File: config.mk
export PLATFORM = sky130hd
export DESIGN_NAME = pmu_mode_switch_sequencer
export DESIGN_NICKNAME = d
export VERILOG_FILES = /design/src/pmu_mode_switch_sequencer.v /design/src/reg_word.v
export VERILOG_INCLUDE_DIRS = /design/src
export SDC_FILE = /design/constraint.sdc
export NUM_CORES = 1
export LEC_CHECK = 0
export BUFFER_PORTS_ARGS = -buffer_cell sky130_fd_sc_hd__buf_2
export CORE_MARGIN = 4
export CORE_UTILIZATION = 40
export DETAILED_ROUTE_END_ITERATION = 8
export PLACE_DENSITY = 0.63
export SYNTH_ARGS = -nofsm -noshare
export SYNTH_HDL_FRONTEND = slang
export SYNTH_SLANG_ARGS = --single-unit
File: constraint.sdc
create_clock -name clk -period 4.52 [get_ports clk]
set_clock_uncertainty 0.05 [all_clocks]
set_input_delay 0.226 -clock clk [delete_from_list [all_inputs] [get_ports clk]]
set_output_delay 0.226 -clock clk [all_outputs]
set_load 0.005 [all_outputs]
File: src/pmu_consts.vh
// Constants for the measurement unit control register bank
`ifndef PMU_MODE_SWITCH_CONSTS_VH
`define PMU_MODE_SWITCH_CONSTS_VH
// Register addresses on the 5-bit serial address
`define ADDR_LEVEL        5'h0b
`define ADDR_ENABLE       5'h0c
`define ADDR_CHAN_STATE   5'h0d
`define ADDR_UNIT_STATE   5'h0e
`define ADDR_MEASURE_EN   5'h0f
`define ADDR_DIFF_COMP    5'h10
`define ADDR_ALARM_MASK   5'h11
// Reset values
`define RST_WORD          16'h0000
// Field positions
`define EN_UNIT_BIT       2
`define EN_TERM_BIT       1
`define EN_PINDRV_BIT     0
`define ST_SEL_HI         9
`define ST_SEL_LO         8
`define ST_FORCE_I_BIT    3
`define ST_RANGE_HI       2
`define ST_RANGE_LO       0
`define CH_HV_BIT         2
`define CH_LOAD_BIT       1
`define CH_TERM_BIT       0
// Input select codes
`define SEL_GROUND        2'h0
`define SEL_OFFSET        2'h1
`define SRC_GROUND        2'h0
`define SRC_OFFSET        2'h1
`define SRC_LEVEL         2'h2
`endif

File: src/pmu_mode_switch_sequencer.v
// Channel control register bank and measurement unit mode decode
//
// Overview of operation
// - Enable register resets to zero
// - Channel state register resets to zero
// - Unit state register resets to zero
// - Measure enable resets, output tristated
// - Differential comparator enable resets to zero
// - Overvoltage alarm mask resets to zero
// - Unit disabled when enable bit two clear
`timescale 1ns/100ps
module pmu_mode_switch_sequencer (
  // Clock and reset
  input  wire        clk,
  input  wire        rst,
  // Decoded register write from the serial port
  input  wire        wrStrobe,
  input  wire [4:0]  wrAddr,
  input  wire [15:0] wrData,
  // Register readback
  input  wire [4:0]  rdAddr,
  output reg  [15:0] rdData_q,
  // Measurement unit controls
  output reg         unitEnable_q,
  output reg         forceCurrent_q,
  output reg  [2:0]  currentRange_q,
  output reg  [1:0]  inputSource_q,
  output reg  [15:0] levelValue_q,
  // Pin and channel controls
  output reg         pinDriverPathOff_q,
  output reg         terminationDrive_q,
  output reg         highVoltageMode_q,
  output reg         activeLoad_q,
  output reg         measureOutEnable_q,
  output reg         diffCompEnable_q,
  output reg  [15:0] alarmMask_q
);
`include "pmu_consts.vh"

  // ==========================================================
  // Address match, shared by the write and read paths
  function addrMatch;
    input [4:0] addr;
    input [4:0] slot;
    begin
      addrMatch = (addr == slot);
    end
  endfunction

  // ==========================================================
  // Register storage
  localparam NREG = 7;

  wire [4:0] regAddr [0:NREG-1];
  wire [15:0] regVal [0:NREG-1];
  assign regAddr[0] = `ADDR_LEVEL;
  assign regAddr[1] = `ADDR_ENABLE;
  assign regAddr[2] = `ADDR_CHAN_STATE;
  assign regAddr[3] = `ADDR_UNIT_STATE;
  assign regAddr[4] = `ADDR_MEASURE_EN;
  assign regAddr[5] = `ADDR_DIFF_COMP;
  assign regAddr[6] = `ADDR_ALARM_MASK;

  genvar gi;

  // Write hits, one per register; unmapped addresses hit nothing
  wire [NREG-1:0] wrHit;
  generate
    for (gi = 0; gi < NREG; gi = gi + 1) begin : gHits
      assign wrHit[gi] = wrStrobe & addrMatch(wrAddr, regAddr[gi]);
    end
  endgenerate

  generate
    for (gi = 0; gi < NREG; gi = gi + 1) begin : gRegs
      reg_word uReg (
        .clk     (clk),
        .rst     (rst),
        .wrEn    (wrHit[gi]),
        .wrData  (wrData),
        .value_q (regVal[gi])
      );
    end
  endgenerate

  wire [15:0] enReg   = regVal[1];
  wire [15:0] chReg   = regVal[2];
  wire [15:0] stReg   = regVal[3];

  // ==========================================================
  // Input select decode
  function [1:0] decodeSource;
    input [1:0] sel;
    begin
      if (sel == `SEL_GROUND) begin
        decodeSource = `SRC_GROUND;
      end else if (sel == `SEL_OFFSET) begin
        decodeSource = `SRC_OFFSET;
      end else begin
        decodeSource = `SRC_LEVEL;
      end
    end
  endfunction

  // ==========================================================
  // Readback: unmapped addresses read zero
  reg [15:0] rdMux;
  integer k;
  always @* begin
    rdMux = `RST_WORD;
    for (k = 0; k < NREG; k = k + 1) begin
      if (addrMatch(rdAddr, regAddr[k])) begin
        rdMux = regVal[k];
      end
    end
  end

  // ==========================================================
  // Readback register
  // One cycle of latency keeps rdData_q straight off a flip-flop
  always @(posedge clk or posedge rst) begin
    if (rst) begin
      rdData_q <= `RST_WORD;
    end else begin
      rdData_q <= rdMux;
    end
  end

  // ==========================================================
  // Measurement unit controls
  // Ordering of host writes is trusted; outputs follow stored state
  // one cycle later, so a mid-sequence state appears briefly.
  // unit gated by enable
  always @(posedge clk or posedge rst) begin
    if (rst) begin
      unitEnable_q   <= 1'b0;
      forceCurrent_q <= 1'b0;
    end else begin
      unitEnable_q   <= enReg[`EN_UNIT_BIT];
      // A powered-down unit never reports force-current
      forceCurrent_q <= enReg[`EN_UNIT_BIT] & stReg[`ST_FORCE_I_BIT];
    end
  end

  // Range bits pass through even while disabled, so the range
  // can be set up before the unit is switched on
  always @(posedge clk or posedge rst) begin
    if (rst) begin
      currentRange_q <= 3'h0;
    end else begin
      currentRange_q <= stReg[`ST_RANGE_HI:`ST_RANGE_LO];
    end
  end

  // ==========================================================
  // Force source and level
  // source select decode
  always @(posedge clk or posedge rst) begin
    if (rst) begin
      inputSource_q <= `SRC_GROUND;
    end else begin
      inputSource_q <= decodeSource(stReg[`ST_SEL_HI:`ST_SEL_LO]);
    end
  end

  // Level word is forwarded whole on every cycle, whatever the source select holds
  always @(posedge clk or posedge rst) begin
    if (rst) begin
      levelValue_q <= `RST_WORD;
    end else begin
      levelValue_q <= regVal[0];
    end
  end

  // ==========================================================
  // Pin driver and termination
  always @(posedge clk or posedge rst) begin
    if (rst) begin
      pinDriverPathOff_q <= 1'b0;
      terminationDrive_q <= 1'b0;
    end else begin
      // Zero keeps the pin driver path enabled, as at reset
      pinDriverPathOff_q <= enReg[`EN_PINDRV_BIT];
      // Either the enable register or the channel state can terminate
      terminationDrive_q <= enReg[`EN_TERM_BIT] | chReg[`CH_TERM_BIT];
    end
  end

  // ==========================================================
  // Channel state
  always @(posedge clk or posedge rst) begin
    if (rst) begin
      highVoltageMode_q <= 1'b0;
      activeLoad_q      <= 1'b0;
    end else begin
      highVoltageMode_q <= chReg[`CH_HV_BIT];
      activeLoad_q      <= chReg[`CH_LOAD_BIT];
    end
  end

  // ==========================================================
  // Measure output, comparator mode and alarm mask
  // Any set bit enables, so unused bits cannot leave a half state
  always @(posedge clk or posedge rst) begin
    if (rst) begin
      measureOutEnable_q <= 1'b0;
      diffCompEnable_q   <= 1'b0;
      alarmMask_q        <= `RST_WORD;
    end else begin
      measureOutEnable_q <= |regVal[4];
      diffCompEnable_q   <= |regVal[5];
      alarmMask_q        <= regVal[6];
    end
  end

endmodule

File: src/reg_word.v
// One 16-bit control register with write enable and reset default
`timescale 1ns/100ps
module reg_word (
  // Clock and reset
  input  wire        clk,
  input  wire        rst,
  // Write port
  input  wire        wrEn,
  input  wire [15:0] wrData,
  // Stored value
  output reg  [15:0] value_q
);
`include "pmu_consts.vh"

  always @(posedge clk or posedge rst) begin
    if (rst) begin
      value_q <= `RST_WORD;
    end else if (wrEn) begin
      value_q <= wrData;
    end
  end

endmodule

== Word-level counts from Yosys, hierarchy flattened ==
Index checks and enable logic that the tools add are counted.

* Equality and inequality tests: 15
* Multiplexer cells: 9
* Bitwise logic cells: 9
* Reduce and logical (&&, ||, !) cells: 3

{| class="wikitable"
|+ Operator list
! operator !! number
|-
| $mux 16 || 7
|-
| $eq 5x4->1 const B || 10
|-
| $reduce_or 16->1 || 2
|-
| $eq 5x5->1 const B || 4
|-
| $and 1x1->1 || 8
|-
| $mux 2 || 2
|-
| $eq 2x1->1 const B || 1
|-
| $logic_not 2->1 || 1
|-
| $or 1x1->1 || 1
|}

* Register bits after elaboration: 173
* Input port bits: 29
* Output and inout port bits: 61
* Word-level logic and storage cells: 56

== Longest topological paths before layout ==
Gate-level depths: netlist of run 1.

* Depth in word-level cells: 8
* Mapped depth: 7
* Depth with buffers taken out: 5

== Modules after synthesis ==
Synthesis of run 1 repeated with hierarchy kept, for this count alone.

* Cells, all modules: 486
* Area, all modules: 7308.3 um^2

{| class="wikitable"
|+ By module, submodules not included
! module !! instances !! cells each !! area each (um^2) !! seq. area each (um^2)
|-
| reg_word || 7 || 35 || 653.1 || 400.4
|-
| pmu_mode_switch_sequencer || 1 || 241 || 2736.4 || 1526.5
|}

== Worst setup path after synthesis of run 1 ==
OpenSTA, ideal clock, no wires.

* Kind: input to register
* From: input rdAddr[1]
* To: register rdData_q[8]
* Arrival: 1366 ps
* Required time: 4331 ps
* Slack: 2965 ps
* Stages: 6
* Buffers on the path: 3
* Path through: buf_2 > or4b_1 > buf_2 > buf_2 > o22ai_1 > a31oi_1

* Word-level cells in the longest chain between the ends: 8
* Elaborated cells on any way between the ends: 14
* Classes of those cells: eq/ne (7); mux (7)

{| class="wikitable"
|+ Ends and longest elaborated chain
! what !! RTL line !! source
|-
| from (decl) || pmu_mode_switch_sequencer.v:21 || <nowiki>input wire [4:0] rdAddr,</nowiki>
|-
| $eq 5x4->1 || pmu_mode_switch_sequencer.v:46 || <nowiki>addrMatch = (addr == slot);</nowiki>
|-
| $mux 16 (6 in series) || pmu_mode_switch_sequencer.v:112 || <nowiki>if (addrMatch(rdAddr, regAddr[k])) begin</nowiki>
|-
| $mux 16 * || pmu_mode_switch_sequencer.v:112 ||
|-
| via rdMux[8] || pmu_mode_switch_sequencer.v:107 || <nowiki>reg [15:0] rdMux;</nowiki>
|-
| to (signal assigned) || pmu_mode_switch_sequencer.v:123 || <nowiki>rdData_q <= `RST_WORD;</nowiki>
|-
| to (signal assigned) || pmu_mode_switch_sequencer.v:125 || <nowiki>rdData_q <= rdMux;</nowiki>
|-
| to (decl) || pmu_mode_switch_sequencer.v:22 || <nowiki>output reg [15:0] rdData_q,</nowiki>
|}

Mark *: on every way through the listed nets, which the timed path passes. The rest lies on a longest branch.
A chain may end at the register's enable or synchronous reset.

== Worst setup path in the final report of run 1 ==
* From: input rdAddr[1]
* To: register rdData_q[13]

The elaborated chain is that of the path after synthesis.

==> out/results.tsv, run 1 <==
metric	value	unit
Area Growth Syn to Fin	17.5	%
clk_lat worst skew	430	ps
most frequent cells in the layout	dfrtp_1, mux2_2, buf_2	
final count of negative-setup-slack endpoints	0	
worst hold slack	-26.6	ps
Cells after Synth	483	
Post-synth EDFFs	0	
drt total wl	17400	um
synth unique cells	56	
largest net degree at the start of global routing	174	
core area	0.0168	mm2
Tmin final	2150	ps
input/output buffers	89	
Final Slew Violations	0	
yosys warns	0	
top post-synthesis cells by area	dfrtp_1, mux2_2, a21oi_1	
Final Net Count	598	
Max-Cap Viols	0	
HPWL Detailed	11500	um
CTS tree	done	
crit path launch type	input pin	
first-pass GRT wire length	27200	um
max_slew headroom	25.0	%
WP data required	4820	ps
Fillers	1533	
GPL Wtd Cong	0.864	
Fin. Hold Viols	30	
flops & latches, synth	173	
crit path DAT	2450	ps
Yosys top cell area share	62.4	%
Die Ht	140	um
# DRC	0	
die extent in x	140	um
initial antenna violation count	0	
Cell Area, Synth	0.00694	mm2
remaining global-route overflow	0	
RSZ-0062 raised after global routing	no	
final worst path period share	47.5	%
leak pwr	3.85	nW
DRT iter0 DRCs	388	
R2R Path End	rdData_q[9]	
vias in the first global route	4681	
post-CTS sizing	0	
Worst setup EP type	register	
Initial Util	41.3	%
die area	0.0195	mm2
leading cell type in the layout, fill and taps excluded	dfrtp_1	
Power Density	488	mW/mm2
FF-to-FF path depth	3	
ys async rst share	100	%
antenna viol nets, final	0	
# rows	47	
vias per cell	5.54	
Slew @ Worst Pin	1120	ps
setup ws final	2370	ps
Hold Path Class	in2async	
cell taking the most area after synthesis	dfrtp_1	
CTS Hold Bufs	0	
syn avg cell area	14.4	um2
Routed wire per std cell	21.7	um
clk slew on worst S/H paths	70	ps
H-tree Lvls	4	
f_max	466	MHz
R2R Path Start	gRegs[3].uReg.value_q[9]	
status	finished, violations left	
worst slack, placed	2030	ps
setup bufs post-CTS	0	
Clock Sinks	173	
Critical Path Fanout Max	19	
post-synthesis sequential area ratio	62.4	%
ant diodes	0	
Synth Flop Type	dfrtp_1	
R2R setup slack	2930	ps
worst-case clock buffer depth	2	
drt pass-1 iters	5	
total track usage	18.1	%
Fin Setup TNS	0	ps
TritonCTS Buffers	17	
violated checks	negative hold slack	
Peak VDD IR	0.320	mV
share of cells above drive strength 1	44.8	%
routed via count	4447	
IO Pins	90	
syn_nets	512	
clock root buffer master	clkbuf_16	
kind of critical path	in2reg	
==> layout make-up <==
cell class	instances	area [um2]	share of cell area (%)
clock buffers	18	439	5.38
clock inverters	14	154	1.89
inverters	2	11.3	0.138
multi-input cells	283	2470	30.3
flip-flops and latches	173	4330	53.1
well taps	220	275	3.37
repair buffers	92	480	5.89
==> cell families after synthesis <==
kind of cell | Yosys count | share of synthesized area [%]
compound gates | 81 | 7.53
buf+inv | 27 | 2.16
flops | 173 | 62.4
mux | 125 | 20.5
simple gates | 77 | 7.41
==> per-layer routing <==
layer	vias up	track usage (%)	share of wire (%)
met4	0	6.12	1.8
met5	-	0	0
met2	144	29.1	48
li1	1979	-	-
met3	27	3.91	5.5
met1	2297	24.6	45
==> per-stage QoR <==
step | cells | total power (W) | cell area (um2) | util [%]
floorplan | 483 | 0.00228 | 6950 | -
global placement | 770 | 0.00252 | 7570 | 45.0
detailed placement | 770 | 0.00254 | 7570 | 45.0
CTS | 802 | 0.00402 | 8160 | 48.5
global route | 802 | 0.00416 | 8160 | 48.5
finish | 802 | 0.00398 | 8160 | 48.5
==> synthesized netlist by cell type (all sizes together), types with 2 or more instances <==
cell type    n
nor3b        4
a22oi        8
nand2b       5
buf         23
a21oi       18
o22ai       13
o21ai       15
a211o        2
a32o         2
mux2       120
nor3        10
nor2        10
and3b        2
mux2i        3
and2         3
inv          2
nand4        3
nor4         8
or3          3
clkbuf       2
a31oi        8
dfrtp      173
nor2b        3
nand3        5
nand2       12
mux4         2
a221o        2
nor4b        2
a211oi       4
nand3b       2
==> power by group <==
group          total, W  switching (W)  leakage (nW)  internal (W)
sequential      0.00202       0.000198          2.22       0.00183
clock           0.00148       0.000636         0.297      0.000840
combinational  0.000483       0.000212          1.33      0.000270
==> registers in the layout (all words and copies together), names as in the netlist <==
register / flops
rdData_q: 16
forceCurrent_q: 1
currentRange_q: 3
gRegs.uReg.value_q: 112
pinDriverPathOff_q: 1
inputSource_q: 2
measureOutEnable_q: 1
levelValue_q: 16
activeLoad_q: 1
terminationDrive_q: 1
diffCompEnable_q: 1
unitEnable_q: 1
highVoltageMode_q: 1
alarmMask_q: 16
==> worst max-delay path: stages <==
cell,delay (ps)
buf_2,340
nor2b_1,870
and2_2,380
a22oi_1,100
or3_1,360
a31oi_1,170
==> how the worst max path moves through the flow <==
stage | slack (ps) | to | cells after the start | startpoint
finish | 2370 | rdData_q[13] | 6 | rdAddr[1]
global route | 2310 | rdData_q[13] | 6 | rdAddr[1]
CTS | 2480 | rdData_q[13] | 6 | rdAddr[1]
detailed placement | 2030 | rdData_q[13] | 6 | rdAddr[1]
global placement | 2120 | rdData_q[13] | 6 | rdAddr[1]
floorplan | 2030 | activeLoad_q | 1 | rst
Power figures use the tool's default switching activity.
==> run 2: changes to the inputs <==
==> constraint.sdc (replaced) <==
create_clock -name clk -period 1.8 [get_ports clk]
set_clock_uncertainty 0.05 [all_clocks]
set_input_delay 0.09 -clock clk [delete_from_list [all_inputs] [get_ports clk]]
set_output_delay 0.09 -clock clk [all_outputs]
set_load 0.005 [all_outputs]
==> run 2 against run 1 <==
Compared with the run above:
- the flow now finishes without violations
- utilization rose by 2.0 points
- count of clock-buffer cells in the layout rose by 1
- final cell count rose by 4.6%
- die area did not move
- final area rose by 4.2%
- first-iteration DRC count fell by 18%
- combinational power rose to 2.7 times the previous value
- power rose by 140%
- largest cell class unchanged
- largest power group unchanged
==> out/results.tsv, run 2 (same netlist as run 1, synthesis figures left out) <==
metric	value	unit	change
core area	0.0168	mm2	unchanged
die area	0.0195	mm2	unchanged
Worst setup EP type	register		unchanged
Clock Sinks	173		unchanged
clk slew on worst S/H paths	70	ps	about the same
# rows	47		unchanged
HPWL Detailed	12000	um	was 11500 um
Routed wire per std cell	20.9	um	was 21.7 um
antenna viol nets, final	0		unchanged
worst-case clock buffer depth	2		unchanged
leak pwr	4.00	nW	was 3.85 nW
Initial Util	41.3	%	unchanged
CTS tree	done		unchanged
Critical Path Stages	3		was 6
area post-placement	0.00778	mm2	was 0.00757 mm2
vias per cell	5.48		was 5.54
remaining global-route overflow	0		unchanged
vias in the first global route	4950		was 4681
final worst path period share	87.2	%	
ant diodes	0		unchanged
Tmin final	1570	ps	
WP buf/inv	0		was 1
fin cells	839		was 802
initial antenna violation count	0		unchanged
Die Ht	140	um	unchanged
Biggest register	gRegs.uReg.value_q		unchanged
drt pass-1 iters	5		unchanged
max reg flops	112		unchanged
Worst path top cell family by delay	compound AO/OA/AOI/OAI gates		was simple AND/OR/NAND/NOR gates
Final Slew Violations	0		unchanged
clock root buffer master	clkbuf_16		unchanged
routed via count	4595		was 4447
most frequent cells in the layout	dfrtp_1, mux2_2, buf_2		unchanged
leading cell type in the layout, fill and taps excluded	dfrtp_1		unchanged
share of cells above drive strength 1	45.2	%	was 44.8%
crit path DAT	1820	ps	was 2450 ps
Power Density	1140	mW/mm2	was 488 mW/mm2
clk_lat worst skew	430	ps	about the same
Area Growth Syn to Fin	22.4	%	was 17.5%
crit path launch type	register		was input pin
Hold Path Class	in2reg		was in2async
Max-Cap Viols	0		unchanged
worst hold slack	98.6	ps	was -26.6 ps
final count of negative-setup-slack endpoints	0		unchanged
FF-to-FF path depth	3		unchanged
# DRC	0		unchanged
Peak VDD IR	0.715	mV	was 0.320 mV
CP cell instances	mux4_2, a32o_1, a221o_1		was buf_2, nor2b_1, and2_2, a22oi_1, or3_1, a31oi_1
IO Pins	90		unchanged
Final Net Count	635		was 598
Hold Crit Depth	4		
final instance area	0.00850	mm2	was 0.00816 mm2
Slew @ Worst Pin	599	ps	was 1120 ps
Critical Path Fanout Max	4		was 19
Crit path largest cell delay	470	ps	was 870 ps
Post-Place Cells	790		was 770
status	completed		was finished, violations left
Fillers	1467		was 1533
drt total wl	17500	um	was 17400 um
TritonCTS Buffers	17		unchanged
f_max	637	MHz	
WP data required	2050	ps	was 4820 ps
kind of critical path	reg2reg		was in2reg
H-tree Lvls	4		unchanged
total track usage	18.7	%	was 18.1%
GPL Wtd Cong	0.912		was 0.864
input/output buffers	89		unchanged
DRT iter0 DRCs	318		was 388
first-pass GRT wire length	28100	um	was 27200 um
RSZ-0062 raised after global routing	no		unchanged
max_slew headroom	60.1	%	was 25.0%
die extent in x	140	um	unchanged
Crit-path slowest cell	mux4_2		was nor2b_1
largest net degree at the start of global routing	104		was 174
Fin. Hold Viols	0		was 30
post-CTS sizing	0		unchanged
run 2: metrics by stage:
step,setup TNS [ps],setup slack [ps],utilization (%),power (W)
finish,0,231,50.5,0.00973
global route,0,201,50.5,0.0102
CTS,0,233,50.5,0.00982
detailed placement,0,44.7,46.3,0.00639
global placement,0,110,46.3,0.00634
floorplan,-95270,-551,-,0.00574
run 2: metal layers:
| metal | GRT usage, % | vias to the layer above | routed length (um) |
|---|---|---|---|
| li1 | - | 2049 | - |
| met1 | 25.5 | 2345 | 7800 |
| met2 | 29.3 | 177 | 8280 |
| met3 | 4.49 | 24 | 1090 |
| met4 | 6.58 | 0 | 371 |
| met5 | 0 | - | 0 |
run 2: what timing repair did:
action	in CTS	in global routing
hold buffers	17	0
endpoints found under the hold margin	285	0
buffers inserted	0	0
run 2: final timing paths:
path,slack (ps),from,to
max in group asynchronous,920,rst,gRegs[5].uReg.value_q[3]
min in group asynchronous,290,rst,gRegs[1].uReg.value_q[11]
max,230,gRegs[3].uReg.value_q[9],rdData_q[9]
min,100,rdAddr[3],rdData_q[0]
min reg2reg,350,gRegs[6].uReg.value_q[5],alarmMask_q[5]
max reg2reg,230,gRegs[3].uReg.value_q[9],rdData_q[9]
run 2: power by group:
| part | leakage, nW | internal, W | switching [W] | total (W) |
|---|---|---|---|---|
| Combinational | 1.52 | 0.000728 | 0.000550 | 0.00128 |
| Sequential | 2.22 | 0.00459 | 0.000486 | 0.00507 |
| Clock | 0.261 | 0.00183 | 0.00155 | 0.00338 |
run 2: final cells by class:
class / instances / area, um2 / area share, %
multi-input cells: 283 / 2470 / 29.1
clock buffers: 19 / 443 / 5.21
repair buffers: 129 / 863 / 10.2
clock inverters: 13 / 106 / 1.25
inverters: 2 / 11.3 / 0.133
flip-flops and latches: 173 / 4330 / 50.9
well taps: 220 / 275 / 3.24
run 2: worst reg2reg max path: cells and delay by family, from the launching register on:
family / cells / cell delay [ps]
flops: 1 / 430
compound gates: 2 / 500
mux: 1 / 470
==> run 3: changes to the inputs <==
--- a/config.mk
+++ b/config.mk
@@ -11,6 +11,7 @@
 export CORE_UTILIZATION = 40
 export DETAILED_ROUTE_END_ITERATION = 8
 export PLACE_DENSITY = 0.63
+export REMOVE_ABC_BUFFERS = 1
 export SYNTH_ARGS = -nofsm -noshare
 export SYNTH_HDL_FRONTEND = slang
 export SYNTH_SLANG_ARGS = --single-unit
==> run 3 against run 2 <==
Compared with the run above:
- critical path depth unchanged
- non-clock buffer count is 4 higher
- utilization up 0.11 points
- first-iteration DRC count up 2.5%
- global-route usage barely moved
- fmax increased by 0.90%
- flip-flop and latch count is the same
- final cell count is 0.48% higher
- critical endpoint unchanged
- highest routed layer is now met5
==> out/results.tsv, run 3 (same netlist as run 1, synthesis figures left out) <==
metric	value	unit	change
f_max	643	MHz	was 637 MHz
Hold Path Class	in2reg		unchanged
max_slew headroom	60.7	%	was 60.1%
routed via count	4622		was 4595
Crit path largest cell delay	490	ps	was 470 ps
Worst path top cell family by delay	compound AO/OA/AOI/OAI gates		unchanged
leading cell type in the layout, fill and taps excluded	dfrtp_1		unchanged
H-tree Lvls	4		unchanged
drt total wl	17600	um	was 17500 um
Post-Place Cells	794		was 790
Peak VDD IR	0.714	mV	was 0.715 mV
FF-to-FF path depth	3		unchanged
final count of negative-setup-slack endpoints	0		unchanged
max reg flops	112		unchanged
clk_lat worst skew	430	ps	about the same
initial antenna violation count	1		was 0
R2R Path Start	gRegs[4].uReg.value_q[9]		was gRegs[3].uReg.value_q[9]
Clock Sinks	173		unchanged
Fin. Hold Viols	0		unchanged
Max-Cap Viols	0		unchanged
antenna viol nets, final	0		unchanged
Worst setup EP type	register		unchanged
leak pwr	4.01	nW	was 4.00 nW
CP cell instances	mux4_2, a32o_1, a221o_1		unchanged
die extent in x	140	um	unchanged
first-pass GRT wire length	28100	um	about the same
ant diodes	0		unchanged
crit path DAT	1810	ps	was 1820 ps
Crit-path slowest cell	mux4_2		unchanged
HPWL Detailed	12300	um	was 12000 um
CP Launch Point	gRegs[4].uReg.value_q[9]		was gRegs[3].uReg.value_q[9]
IO Pins	90		unchanged
most frequent cells in the layout	dfrtp_1, mux2_2, buf_2		unchanged
core area	0.0168	mm2	unchanged
setup bufs post-CTS	0		unchanged
Power Density	1130	mW/mm2	was 1140 mW/mm2
Power Total	0.00966	W	was 0.00973 W
Critical Path Stages	3		unchanged
# DRC	0		unchanged
Tmin final	1550	ps	was 1570 ps
status	completed		unchanged
total track usage	18.6	%	was 18.7%
crit path launch type	register		unchanged
worst-case clock buffer depth	2		unchanged
Die Ht	140	um	unchanged
WP data required	2060	ps	was 2050 ps
CTS tree	done		unchanged
Fin Setup TNS	0	ps	unchanged
input/output buffers	89		unchanged
WP buf/inv	0		unchanged
remaining global-route overflow	0		unchanged
vias in the first global route	4867		was 4950
RSZ-0062 raised after global routing	no		unchanged
Multi-input gate area	0.00247	mm2	unchanged
clock root buffer master	clkbuf_16		unchanged
final worst path period share	86.4	%	was 87.2%
kind of critical path	reg2reg		unchanged
Critical Path Fanout Max	3		was 4
share of cells above drive strength 1	45.3	%	was 45.2%
Initial Util	41.3	%	unchanged
Routed wire per std cell	20.9	um	about the same
hold_sp	rdAddr[0]		was rdAddr[3]
Slew @ Worst Pin	589	ps	was 599 ps
Biggest register	gRegs.uReg.value_q		unchanged
Hold Crit Depth	4		unchanged
fin cells	843		was 839
DRT iter0 DRCs	326		was 318
Fillers	1465		was 1467
largest net degree at the start of global routing	51		was 104
vias per cell	5.48		about the same
drt pass-1 iters	4		was 5
die area	0.0195	mm2	unchanged
Final Slew Violations	0		unchanged
# rows	47		unchanged
TritonCTS Buffers	17		unchanged
Final Net Count	639		was 635
Area Growth Syn to Fin	22.7	%	was 22.4%
clk slew on worst S/H paths	60	ps	was 70 ps
worst hold slack	175	ps	was 98.6 ps
Reg area	0.00433	mm2	unchanged
GPL Wtd Cong	0.887		was 0.912
==> run 3: changes by cell type in the layout (fill, tap and decap cells not counted), sizes merged <==
cell	before	now
clkinv	5	3
clkinvlp	4	5
clkbuf	19	21
inv	6	5
buf	112	116
==> run 3: final timing paths <==
path / end / slack [ps]
max in group asynchronous: gRegs[5].uReg.value_q[15] / 910
min: rdData_q[13] / 180
max reg2reg: rdData_q[9] / 250
min in group asynchronous: gRegs[3].uReg.value_q[0] / 190
min reg2reg: alarmMask_q[5] / 340
max: rdData_q[9] / 250
==> run 3: cell type report <==
class | count | share of cell area [%]
flip-flops and latches | 173 | 50.8
multi-input cells | 283 | 29.0
repair buffers | 133 | 10.5
clock buffers | 21 | 5.29
well taps | 220 | 3.23
clock inverters | 11 | 1.01
inverters | 2 | 0.147
==> run 3: through the flow <==
stage	cell area [um2]	worst slack (ps)	util (%)
3_3_place_gp	7810	116	46.4
2_1_floorplan	6800	-3030	-
4_1_cts	8520	243	50.6
6_report	8520	245	50.6
5_1_grt	8520	218	50.6
3_5_place_dp	7810	122	46.4
==> run 3: repair_timing <==
action | CTS | global route
hold endpoints to repair | 153 | 0
hold buffers | 17 | 0
gates resized for setup | 0 | 0
==> run 3: worst reg2reg max path, cell delays in order, from the launching register on <==
cell and delay, ps:
dfrtp_1 400, mux4_2 490, a32o_1 230, a221o_1 270
==> run 3: layer usage <==
layer / global-route usage, % / wire length, um / vias to the layer above
met3: 5.15 / 1210 / 20
met1: 25.7 / 7810 / 2384
met2: 28.8 / 8360 / 168
met4: 5.81 / 256 / 2
li1: - / - / 2048
met5: 0 / 12 / -
==> run 3: where the power goes <==
| part | switching, W | internal (W) | total [W] |
|---|---|---|---|
| logic | 0.000562 | 0.000733 | 0.00129 |
| clock network | 0.00151 | 0.00181 | 0.00332 |
| registers | 0.000461 | 0.00459 | 0.00505 |
| total | 0.00253 | 0.00713 | 0.00966 |
